**config.mk**
```make
export PLATFORM = sky130hd
export DESIGN_NAME = aic_cmd_exec
export DESIGN_NICKNAME = d
export VERILOG_FILES = /design/src/hdl/aic_pkg.sv /design/src/hdl/aic_cmd_exec.sv
export SDC_FILE = /design/constraint.sdc
export NUM_CORES = 1
export LEC_CHECK = 0
export ABC_CLOCK_PERIOD_IN_PS = 7580
export BUFFER_PORTS_ARGS = -buffer_cell sky130_fd_sc_hd__buf_2
export CORE_MARGIN = 4
export CORE_UTILIZATION = 50
export CTS_BUF_LIST = sky130_fd_sc_hd__clkbuf_2 sky130_fd_sc_hd__clkbuf_4 sky130_fd_sc_hd__clkbuf_8
export DETAILED_ROUTE_END_ITERATION = 7
export HOLD_SLACK_MARGIN = 0.08
export PLACE_DENSITY = 0.75
export RECOVER_POWER = 100
export REMOVE_ABC_BUFFERS = 1
export SYNTH_ARGS = -nofsm -noshare
export SYNTH_HDL_FRONTEND = slang
export SYNTH_SLANG_ARGS = --single-unit
```
**constraint.sdc**
```tcl
create_clock -name clk_in -period 7.58 [get_ports clk_in]
set_clock_uncertainty 0.15 [all_clocks]
set_input_delay 1.137 -clock clk_in [delete_from_list [all_inputs] [get_ports clk_in]]
set_output_delay 1.137 -clock clk_in [all_outputs]
set_load 0.01 [all_outputs]
```
**src/hdl/aic_pkg.sv**
```systemverilog
/*
 * aic_pkg: constants for the accumulator/parameter, error-flag and interrupt
 * command executor. Assumes frames arrive already byte-aligned from a link
 * receiver that lives outside this block.
 */
package aic_pkg;
    // frame layout: byte index within a 9-byte frame
    localparam int unsigned FRAME_BYTES   = 9;
    localparam int unsigned IDX_TARGET    = 0;
    localparam int unsigned IDX_INSTR     = 1;
    localparam int unsigned IDX_TYPE      = 2;
    localparam int unsigned IDX_BANK      = 3;
    localparam int unsigned IDX_VAL3      = 4;
    localparam int unsigned IDX_CSUM      = 8;

    // instruction codes
    localparam logic [7:0] OP_ACCU_TO_AXIS_PARAM   = 8'h22;  // 34
    localparam logic [7:0] OP_ACCU_TO_GLOBAL_PARAM = 8'h23;  // 35
    localparam logic [7:0] OP_CLEAR_ERROR_FLAGS    = 8'h24;  // 36
    localparam logic [7:0] OP_IRQ_ENABLE_CMD       = 8'h19;  // 25
    localparam logic [7:0] OP_IRQ_DISABLE_CMD      = 8'h1a;  // 26
    localparam logic [7:0] OP_IRQ_VECTOR_DEFINE    = 8'h25;  // 37
    localparam logic [7:0] OP_IRQ_RETURN           = 8'h26;  // 38

    // reply status codes
    localparam logic [7:0] STATUS_OK         = 8'h64;
    localparam logic [7:0] STATUS_BAD_CSUM   = 8'h01;
    localparam logic [7:0] STATUS_BAD_INSTR  = 8'h02;

    // special interrupt number meaning global processing enable
    localparam logic [7:0] IRQ_GLOBAL_NUM    = 8'hff;

    // error-flag clear selectors and flag bit positions
    localparam logic [7:0] CLR_ALL           = 8'h00;
    localparam logic [7:0] CLR_MAX           = 8'h05;
    localparam int unsigned FLAG_TIMEOUT     = 0;
    localparam int unsigned FLAG_EXT_ALARM   = 1;
    localparam int unsigned FLAG_DEVIATION   = 2;
    localparam int unsigned FLAG_POS_ERROR   = 3;
    localparam int unsigned FLAG_SHUTDOWN    = 4;
    localparam int unsigned NUM_FLAGS        = 5;

    // reset values
    localparam logic [7:0] HOST_ADDR_RST     = 8'h02;
    localparam logic [7:0] MODULE_ADDR_RST   = 8'h01;

    typedef enum logic [1:0] {
        AIC_IDLE,
        AIC_RX,
        AIC_EXEC,
        AIC_TX
    } aic_state_t;
endpackage : aic_pkg

```
**src/hdl/aic_cmd_exec.sv**
```systemverilog
/*
 * aic_cmd_exec: executes accumulator-to-parameter, clear-error-flag and
 * interrupt enable/disable/vector/return instructions, and dispatches
 * interrupts to their vectors. Assumes command bytes come from a receiver
 * on the same clock (one byte per valid), and that standalone program
 * instructions arrive whole from the program sequencer on the same clock.
 */
// Notes on behaviour
// code 34 writes accumulator to axis parameter type, motor bank
// code 35 writes accumulator to global parameter type, bank
// issuer loads the accumulator before copying it to parameters
// code 36 clears error flags chosen by type; other fields ignored
// type 0 all, 1 timeout, 2 alarm, 3 deviation, 4 position, 5 shutdown
// code 25 enables the interrupt source named in type
// enable with number 255 sets the global interrupt enable
// code 26 disables the interrupt source named in type
// disable with number 255 clears the global interrupt enable
// enable and disable ignore bank byte and value bytes
// vector definition stores label as handler entry for that interrupt
// a vector may be redefined; newest definition wins
// issuer uses vector definition only inside a stored program
// code 37 is vector definition: number in type, label in value
// code 38 restores saved accumulator, index, flags and program counter
// reply: host, target, status, instruction, four value bytes, checksum
// checksum is modulo-256 sum of preceding bytes; bad frames rejected
// dispatch only when source and global enable set; save context first
`timescale 1ns/100ps
`default_nettype none

module aic_cmd_exec
    import aic_pkg::*;
#(
    parameter int unsigned NUM_IRQ  = 16,
    parameter int unsigned PC_W     = 16
) (
    // clock and reset
    input  wire logic              clk_in,
    input  wire logic              srst_in,
    // direct-mode command bytes from the link receiver
    input  wire logic              rx_valid_in,
    input  wire logic [7:0]        rx_byte_in,
    // reply bytes to the link transmitter
    output logic                   tx_valid_out,
    output logic [7:0]             tx_byte_out,
    input  wire logic              tx_ready_in,
    // standalone program instruction
    input  wire logic              prog_valid_in,
    input  wire logic [7:0]        prog_instr_in,
    input  wire logic [7:0]        prog_type_in,
    input  wire logic [7:0]        prog_bank_in,
    input  wire logic [31:0]       prog_value_in,
    // program core context
    input  wire logic [31:0]       accu_in,
    input  wire logic [31:0]       index_in,
    input  wire logic [7:0]        cpu_flags_in,
    input  wire logic [PC_W-1:0]   pc_in,
    output logic                   restore_out,
    output logic [31:0]            accu_restore_out,
    output logic [31:0]            index_restore_out,
    output logic [7:0]             flags_restore_out,
    output logic [PC_W-1:0]        pc_restore_out,
    output logic                   irq_jump_out,
    output logic [PC_W-1:0]        irq_target_out,
    // parameter write port
    output logic                   axis_wr_out,
    output logic                   global_wr_out,
    output logic [7:0]             param_num_out,
    output logic [7:0]             param_bank_out,
    output logic [31:0]            param_data_out,
    // error flags and interrupt sources
    input  wire logic [NUM_FLAGS-1:0] err_set_in,
    output logic [NUM_FLAGS-1:0]   err_flags_out,
    input  wire logic [NUM_IRQ-1:0] irq_req_in,
    output logic [NUM_IRQ-1:0]     irq_enable_out,
    output logic                   irq_global_out,
    output logic                   in_handler_out
);

    // ==========
    // frame receive
    // ==========
    aic_state_t  state_reg;
    logic [7:0]  frame_reg [FRAME_BYTES];
    logic [3:0]  rx_cnt_reg;
    logic [7:0]  sum_reg;
    logic [3:0]  tx_cnt_reg;
    logic [7:0]  tx_sum_reg;
    logic [7:0]  status_reg;

    wire  logic  frame_last  = rx_valid_in && (rx_cnt_reg == 4'(FRAME_BYTES - 1));
    wire  logic  csum_ok     = (sum_reg == rx_byte_in);

    // ==========
    // instruction source select: program has priority over link
    // ==========
    wire  logic        host_go   = (state_reg == AIC_EXEC);
    wire  logic        exec_go   = prog_valid_in || (host_go && status_reg == STATUS_OK);
    wire  logic [7:0]  ex_instr  = prog_valid_in ? prog_instr_in : frame_reg[IDX_INSTR];
    wire  logic [7:0]  ex_type   = prog_valid_in ? prog_type_in  : frame_reg[IDX_TYPE];
    wire  logic [7:0]  ex_bank   = prog_valid_in ? prog_bank_in  : frame_reg[IDX_BANK];
    wire  logic [31:0] ex_value  = prog_valid_in ? prog_value_in :
        {frame_reg[IDX_VAL3], frame_reg[IDX_VAL3+1], frame_reg[IDX_VAL3+2], frame_reg[IDX_VAL3+3]};

    wire  logic is_aap  = exec_go && ex_instr == OP_ACCU_TO_AXIS_PARAM;
    wire  logic is_agp  = exec_go && ex_instr == OP_ACCU_TO_GLOBAL_PARAM;
    wire  logic is_clr  = exec_go && ex_instr == OP_CLEAR_ERROR_FLAGS;
    wire  logic is_en   = exec_go && ex_instr == OP_IRQ_ENABLE_CMD;
    wire  logic is_dis  = exec_go && ex_instr == OP_IRQ_DISABLE_CMD;
    wire  logic is_vec  = exec_go && ex_instr == OP_IRQ_VECTOR_DEFINE;
    wire  logic is_ret  = exec_go && ex_instr == OP_IRQ_RETURN && in_handler_out;
    wire  logic known   = frame_reg[IDX_INSTR] inside {OP_ACCU_TO_AXIS_PARAM, OP_ACCU_TO_GLOBAL_PARAM,
        OP_CLEAR_ERROR_FLAGS, OP_IRQ_ENABLE_CMD, OP_IRQ_DISABLE_CMD, OP_IRQ_VECTOR_DEFINE, OP_IRQ_RETURN};
    wire  logic is_glob = ex_type == IRQ_GLOBAL_NUM;

    // type 0 selects all, 1..5 one flag; out-of-range selectors clear nothing
    logic [NUM_FLAGS-1:0] clr_mask;
    always_comb begin
        clr_mask = '0;
        if (ex_type == CLR_ALL) begin
            clr_mask = '1;
        end else if (ex_type <= CLR_MAX) begin
            clr_mask[ex_type[2:0] - 3'h1] = 1'b1;
        end
    end

    // ==========
    // interrupt enables, vectors, dispatch
    // ==========
    logic [PC_W-1:0]     vector_reg [NUM_IRQ];
    logic [NUM_IRQ-1:0]  pending;
    logic [$clog2(NUM_IRQ)-1:0] pick;
    assign pending = irq_req_in & irq_enable_out;
    always_comb begin
        pick = '0;
        for (int i = NUM_IRQ - 1; i >= 0; i--) begin
            if (pending[i]) begin
                pick = ($clog2(NUM_IRQ))'(i);
            end
        end
    end
    // no nesting; never dispatch while a program instruction is in flight
    wire logic dispatch = irq_global_out && |pending && !in_handler_out && !prog_valid_in;

    logic [31:0]     sv_accu_reg;
    logic [31:0]     sv_index_reg;
    logic [7:0]      sv_flags_reg;
    logic [PC_W-1:0] sv_pc_reg;

    genvar g;
    generate
        for (g = 0; g < NUM_IRQ; g++) begin : g_irq
            wire logic hit = ex_type == 8'(g);
            always_ff @(posedge clk_in) begin
                if (srst_in) begin
                    irq_enable_out[g] <= 1'b0;
                    vector_reg[g]     <= '0;
                end else begin
                    if (is_en && hit) begin
                        irq_enable_out[g] <= 1'b1;
                    end else if (is_dis && hit) begin
                        irq_enable_out[g] <= 1'b0;
                    end
                    if (is_vec && hit) begin
                        vector_reg[g] <= ex_value[PC_W-1:0];
                    end
                end
            end
        end
    endgenerate

    always_ff @(posedge clk_in) begin
        if (srst_in) begin
            irq_global_out <= 1'b0;
            in_handler_out <= 1'b0;
            irq_jump_out   <= 1'b0;
            irq_target_out <= '0;
            restore_out    <= 1'b0;
            sv_accu_reg    <= '0;
            sv_index_reg   <= '0;
            sv_flags_reg   <= '0;
            sv_pc_reg      <= '0;
        end else begin
            irq_jump_out <= dispatch;
            restore_out  <= is_ret;
            if (is_en && is_glob) begin
                irq_global_out <= 1'b1;
            end else if (is_dis && is_glob) begin
                irq_global_out <= 1'b0;
            end
            if (dispatch) begin
                sv_accu_reg    <= accu_in;
                sv_index_reg   <= index_in;
                sv_flags_reg   <= cpu_flags_in;
                sv_pc_reg      <= pc_in;
                irq_target_out <= vector_reg[pick];
                in_handler_out <= 1'b1;
            end else if (is_ret) begin
                in_handler_out <= 1'b0;
            end
        end
    end
    assign accu_restore_out  = sv_accu_reg;
    assign index_restore_out = sv_index_reg;
    assign flags_restore_out = sv_flags_reg;
    assign pc_restore_out    = sv_pc_reg;

    // ==========
    // parameter write and error flags
    // ==========
    always_ff @(posedge clk_in) begin
        if (srst_in) begin
            axis_wr_out    <= 1'b0;
            global_wr_out  <= 1'b0;
            param_num_out  <= '0;
            param_bank_out <= '0;
            param_data_out <= '0;
            err_flags_out  <= '0;
        end else begin
            axis_wr_out    <= is_aap;
            global_wr_out  <= is_agp;
            param_num_out  <= ex_type;
            param_bank_out <= ex_bank;
            param_data_out <= accu_in;
            // a new error in the same cycle as its clear survives
            err_flags_out  <= (err_flags_out & ~(is_clr ? clr_mask : '0)) | err_set_in;
        end
    end

    // ==========
    // frame sequencer and reply
    // ==========
    always_ff @(posedge clk_in) begin
        if (srst_in) begin
            state_reg    <= AIC_IDLE;
            rx_cnt_reg   <= '0;
            sum_reg      <= '0;
            status_reg   <= STATUS_OK;
            tx_cnt_reg   <= '0;
            tx_sum_reg   <= '0;
            tx_valid_out <= 1'b0;
            tx_byte_out  <= '0;
            for (int i = 0; i < FRAME_BYTES; i++) begin
                frame_reg[i] <= '0;
            end
        end else begin
            case (state_reg)
                AIC_IDLE, AIC_RX: begin
                    if (rx_valid_in) begin
                        frame_reg[rx_cnt_reg] <= rx_byte_in;
                        sum_reg    <= sum_reg + rx_byte_in;
                        rx_cnt_reg <= rx_cnt_reg + 4'h1;
                        state_reg  <= AIC_RX;
                        if (frame_last) begin
                            rx_cnt_reg <= '0;
                            sum_reg    <= '0;
                            state_reg  <= AIC_EXEC;
                            status_reg <= !csum_ok ? STATUS_BAD_CSUM :
                                          !known   ? STATUS_BAD_INSTR : STATUS_OK;
                        end
                    end
                end
                AIC_EXEC: begin
                    // a program instruction this cycle holds the host one back
                    if (!prog_valid_in) begin
                        state_reg  <= AIC_TX;
                        tx_cnt_reg <= '0;
                        tx_sum_reg <= '0;
                    end
                end
                AIC_TX: begin
                    if (!tx_valid_out || tx_ready_in) begin
                        if (tx_cnt_reg == 4'(FRAME_BYTES)) begin
                            tx_valid_out <= 1'b0;
                            state_reg    <= AIC_IDLE;
                        end else begin
                            tx_valid_out <= 1'b1;
                            tx_cnt_reg   <= tx_cnt_reg + 4'h1;
                            case (tx_cnt_reg)
                                4'h0:    tx_byte_out <= HOST_ADDR_RST;
                                4'h1:    tx_byte_out <= MODULE_ADDR_RST;
                                4'h2:    tx_byte_out <= status_reg;
                                4'h3:    tx_byte_out <= frame_reg[IDX_INSTR];
                                4'h8:    tx_byte_out <= tx_sum_reg;
                                default: tx_byte_out <= 8'h00;
                            endcase
                            if (tx_cnt_reg != 4'h8) begin
                                tx_sum_reg <= tx_sum_reg + (tx_cnt_reg == 4'h0 ? HOST_ADDR_RST :
                                    tx_cnt_reg == 4'h1 ? MODULE_ADDR_RST :
                                    tx_cnt_reg == 4'h2 ? status_reg :
                                    tx_cnt_reg == 4'h3 ? frame_reg[IDX_INSTR] : 8'h00);
                            end
                        end
                    end
                end
                default: state_reg <= AIC_IDLE;
            endcase
        end
    end

endmodule // aic_cmd_exec

`default_nettype wire

```
# After elaboration in Yosys (flattened, before gate mapping)
# Memories as Yosys holds them, arrays and structs flattened. A register that Yosys moved wholly into a read port is not among the register bits.
# Cells that the tools add are included.
[word_totals]
out_inout_bits = 188
elab_cells = 378
in_bits = 178
n_memories = 2
regBits = 206
mem_bits_rw = 328
[mem_list]
columns = ["memory", "words", "width", "read_ports", "rd_clocked_by_memory_dff", "wr", "line_no", "text"]
rows = [
  ["vector_reg", 16, 16, 1, 1, 16, "aic_cmd_exec.sv:129", "logic [PC_W-1:0] vector_reg [NUM_IRQ];"],
  ["frame_reg", 9, 8, 5, 0, 9, "aic_cmd_exec.sv:83", "logic [7:0] frame_reg [FRAME_BYTES];"],
]
[classes]
mux = 159
eq_ne = 48
n_lt_le_gt_ge = 3
n_reduce_logical = 102
bitwise_logic = 21
add_sub_neg = 5
[op_table]
columns = ["op", "count"]
rows = [
  ["$mux 16", 17],
  ["$mux 8", 13],
  ["$mux 1", 93],
  ["$mux 4", 21],
  ["$eq 8x6->1 const B", 10],
  ["$eq 8x4->1 const B", 8],
  ["$logic_and 1x1->1", 64],
  ["$pmux 8 s5", 1],
  ["$reduce_bool 2->1", 19],
  ["$eq 8x3->1 const B", 4],
  ["$eq 8x5->1 const B", 4],
  ["$add 8x8->8", 2],
  ["$and 16x16->16", 1],
  ["$eq 8x2->1 const B", 2],
  ["$or 1x1->1", 16],
  ["$pmux 8 s2", 1],
  ["$reduce_or 16->1", 1],
  ["$mux 5", 3],
  ["$mux 7", 2],
  ["$eq 4x4->1 const B", 3],
  ["$ne 2x2->1 const B", 6],
  ["$mux 2", 5],
  ["$add 4x1->4 const B", 2],
  ["$eq 4x2->1 const B", 2],
  ["31 further kinds", 38],
]

# Logic depth before layout (Yosys ltp)
[depth]
depth_word = 17
ltp_mapped = 17
ltp_nobuf = 16

# Least setup slack after synthesis
# OpenSTA, ideal clock, no wires.
[synth_path]
path_type = "input to register"
from = "input prog_valid_in"
to = "memory vector_reg[8][0], enable pin"
path_stages = 8
arrival_time_ns = 3.921
setup_ns = 0.411
required_ns = 7.019
setup_slack_ns = 3.098
path_buffers = 4
cell_sequence = "buf_6 buf_2 buf_2 mux2i_1 ha_1 buf_2 nand2_1 o21ai_0"
[synth_rtl]
columns = ["item", "line_no", "text"]
rows = [
  ["start: declaration", "aic_cmd_exec.sv:47", "input wire logic prog_valid_in,"],
  ["end: declaration", "aic_cmd_exec.sv:129", ""],
]

==> summary.txt <==
Outcome
  – Outcome: finished, violations left
  – Failing checks: capacitance limit, slew limit

Global routing
  – Vias in the first global route: 17,300
  – All-Layer GR Usage: 25.0%
  – Global-route wire length before repair: 93,800 µm
  – Largest net degree at the start of global routing: 104
  – Antenna violations before repair: 1
  – Grt ovf: 0

Synth
  – Netlist Area Pre-Place: 22,100 µm²
  – Mapped Avg Cell Area: 11.0 µm²
  – Primary FF master, synth: edfxtp_1
  – EDFF count, synth: 296
  – Synth async-reset ratio: 0%
  – Post-synthesis cell type count: 76
  – Synthesized instance count: 2,010
  – Yosys warning total: 0
  – Synth Register Bits: 513
  – Post-synthesis sequential area ratio: 59.9%

Final layout
  – Final Util: 59.3%
  – Fill count: 3,670
  – Commonest non-fill, non-tap cells in the layout: nor2_1, edfxtp_1, nand2_1, dfxtp_1, clkbuf_1
  – Multi-input logic area: 8020 µm²
  – Layout cell share with drive strength beyond 1: 15.7%
  – Syn-to-layout area delta: 16.3%
  – Max reg flops: 256
  – Register Area: 13,200 µm²
  – Most common cell after layout, fill and taps aside: nor2_1
  – NumNets Final: 2,567

Hold path
  – Hold WC Path Type: reg -> reg
  – Hold-critical path depth: 2

Power
  – Max IR drop VDD: 0.152 mV
  – Pwr/cell area: 231 nW/µm²
  – Pleak: 9.74 nW

Clock tree
  – Clk sinks: 513
  – CTS tree: done
  – Reg clk slew, reported paths: 0.06 ns
  – # Post-CTS Setup Buffers: 0
  – Post_cts resized: 0
  – Root Driver: clkbuf_8
  – Clock buffer depth: 3
  – Hold Buf Count CTS: 0
  – Clk Latency, worst-skew pair: 0.64 ns
  – H-tree lvl count: 3
  – Cts bufs inserted: 83

Timing
  – Minimum clock period: 5.65 ns
  – Final Setup Violations: 0
  – Slew HR: -131%
  – WHS: 0.303 ns
  – Slew @ Worst Pin: 3.46 ns
  – Max Clk Rate: 177 MHz
  – Period utilisation layout: 74.6%
  – Total negative slack: 0 ns
  – Endpoints failing hold: 0
  – RSZ-0062 raised after global routing: false
  – Max-slew violations: 212

Setup path
  – R2r setup slk: 3.86 ns
  – Crit start category: primary input
  – CP delay by family, top: buffers and inverters
  – Stages on worst setup path: 5
  – Bufs and invs on worst path: 3
  – CP Cell Sequence: clkbuf_1 -> clkbuf_1 -> nor4_1 -> clkbuf_1 -> a21o_1
  – Cell repeated most along the worst path: clkbuf_1
  – Crit path DAT: 5.83 ns
  – Worst setup EP type: register
  – CP Class: in -> reg
  – CP max-delay cell: clkbuf_1
  – R2R depth: 14
  – Worst Path Max Fanout: 75
  – Crit path required time: 7.76 ns
  – Crit path largest cell delay: 2.40 ns

Placed design
  – PortBufs: 349
  – DPL Wire Length: 42,000 µm
  – Gpl congestion: 0.910

Detailed routing
  – Total Wirelength: 60,500 µm
  – Detail Route Antenna Nets: 0
  – Initial DRC count: 1,562
  – DR vias: 16,900
  – Vias/cell: 5.61
  – Wire per inst: 20.1 µm
  – DRC Markers: 0
  – DRT Pass-1 Iters: 7

Floorplan
  – Chip width: 218 µm
  – I/O pins: 366
  – Initial Util: 51.0%
  – Die extent in y: 218 µm
  – Die ar.: 47,600 µm²
  – # rows: 76
  – CORE AREA: 43,400 µm²

Run
  – Max_cap viols: 3
-- final timing paths --
path                          from                     to
min reg2reg  index_restore_out[29]  index_restore_out[29]
min          index_restore_out[29]  index_restore_out[29]
max                        srst_in        frame_reg[3][3]
max reg2reg          tx_cnt_reg[1]          tx_sum_reg[6]
-- cells in the mapped netlist, types with 3 or more instances --
| master | instances | area [µm²] |
|---|---|---|
| nor4_1 | 8 | 50.1 |
| nor3b_1 | 5 | 37.5 |
| a2111oi_0 | 3 | 26.3 |
| a31oi_1 | 5 | 31.3 |
| a211oi_1 | 8 | 60.1 |
| a22oi_2 | 3 | 37.5 |
| edfxtp_1 | 296 | 8890 |
| nand2b_1 | 8 | 50.1 |
| a2bb2oi_1 | 22 | 193 |
| or2_2 | 7 | 43.8 |
| clkbuf_1 | 79 | 297 |
| mux2i_1 | 109 | 1090 |
| mux4_1 | 5 | 131 |
| nand3_1 | 50 | 250 |
| ha_1 | 27 | 338 |
| dfxtp_1 | 217 | 4340 |
| inv_1 | 24 | 90.1 |
| o21a_1 | 3 | 22.5 |
| nand4_1 | 14 | 87.6 |
| buf_4 | 6 | 45.0 |
| and2_1 | 28 | 175 |
| a21o_1 | 5 | 37.5 |
| a221oi_1 | 3 | 26.3 |
| a22o_1 | 5 | 43.8 |
| mux4_2 | 25 | 563 |
| nor3_1 | 20 | 100 |
| a22oi_1 | 26 | 195 |
| o31a_1 | 3 | 26.3 |
| xnor2_1 | 5 | 43.8 |
| xor2_1 | 5 | 43.8 |
| nand2_1 | 266 | 998 |
| buf_6 | 7 | 78.8 |
| o22a_1 | 4 | 35.0 |
| nor2_1 | 341 | 1280 |
| nor2b_1 | 38 | 238 |
| and3_1 | 22 | 138 |
| buf_2 | 36 | 180 |
| a21oi_1 | 148 | 741 |
| o21ai_0 | 55 | 275 |
| a32oi_1 | 4 | 35.0 |
| o211ai_1 | 6 | 45.0 |
| nand3_4 | 10 | 175 |
-- cell type report --
class / count / share of cell area (%)
sequential: 513 / 51.5
multi-input combinational: 1341 / 31.2
timing repair buffer: 397 / 6.96
clock buffer: 132 / 6.51
tap: 585 / 2.85
clock inverter: 21 / 0.618
inverter: 24 / 0.351
antenna: 1 / 0.00974
-- cell families after synthesis --
group | count (synthesis) | share of synthesized area [%]
multiplexers | 140 | 8.18
buffers and inverters | 156 | 3.30
adder cells (fa/ha/maj) | 29 | 1.71
flip-flops | 513 | 59.9
AO/OA/AOI/OAI | 325 | 9.29
XOR/XNOR | 10 | 0.396
AND/OR/NAND/NOR | 837 | 17.2
-- metrics by stage --
stage,instances,setup slack (ns),total power [mW],area (µm²)
2_1_floorplan,1878,1.61,3.25,21500
3_3_place_gp,2860,2.79,3.41,24300
3_5_place_dp,2860,2.56,3.42,24300
4_1_cts,3013,3.22,5.98,26200
5_1_grt,3013,1.49,6.14,25700
6_report,3014,1.93,5.93,25700
-- power by group --
| part | switching, mW | total (mW) | internal [mW] |
|---|---|---|---|
| Sequential | 0.0298 | 3.05 | 3.02 |
| Combinational | 0.203 | 0.313 | 0.110 |
| Clock | 1.10 | 2.57 | 1.47 |
| Total | 1.34 | 5.93 | 4.60 |
-- tightest hold or removal path, cell delays in order, from the launching register on --
cell     delay (ns)
dfxtp_1        0.31
nand2_1        0.05
a21oi_1        0.05
-- metal layers --
metal	global-route usage (%)	routed length (µm)	vias up
li1	-	-	7853
met1	31.5	23400	8265
met2	42.9	30700	705
met3	5.63	4800	95
met4	8.24	1600	0
met5	0	0	-
Power figures use the tool's default switching activity.
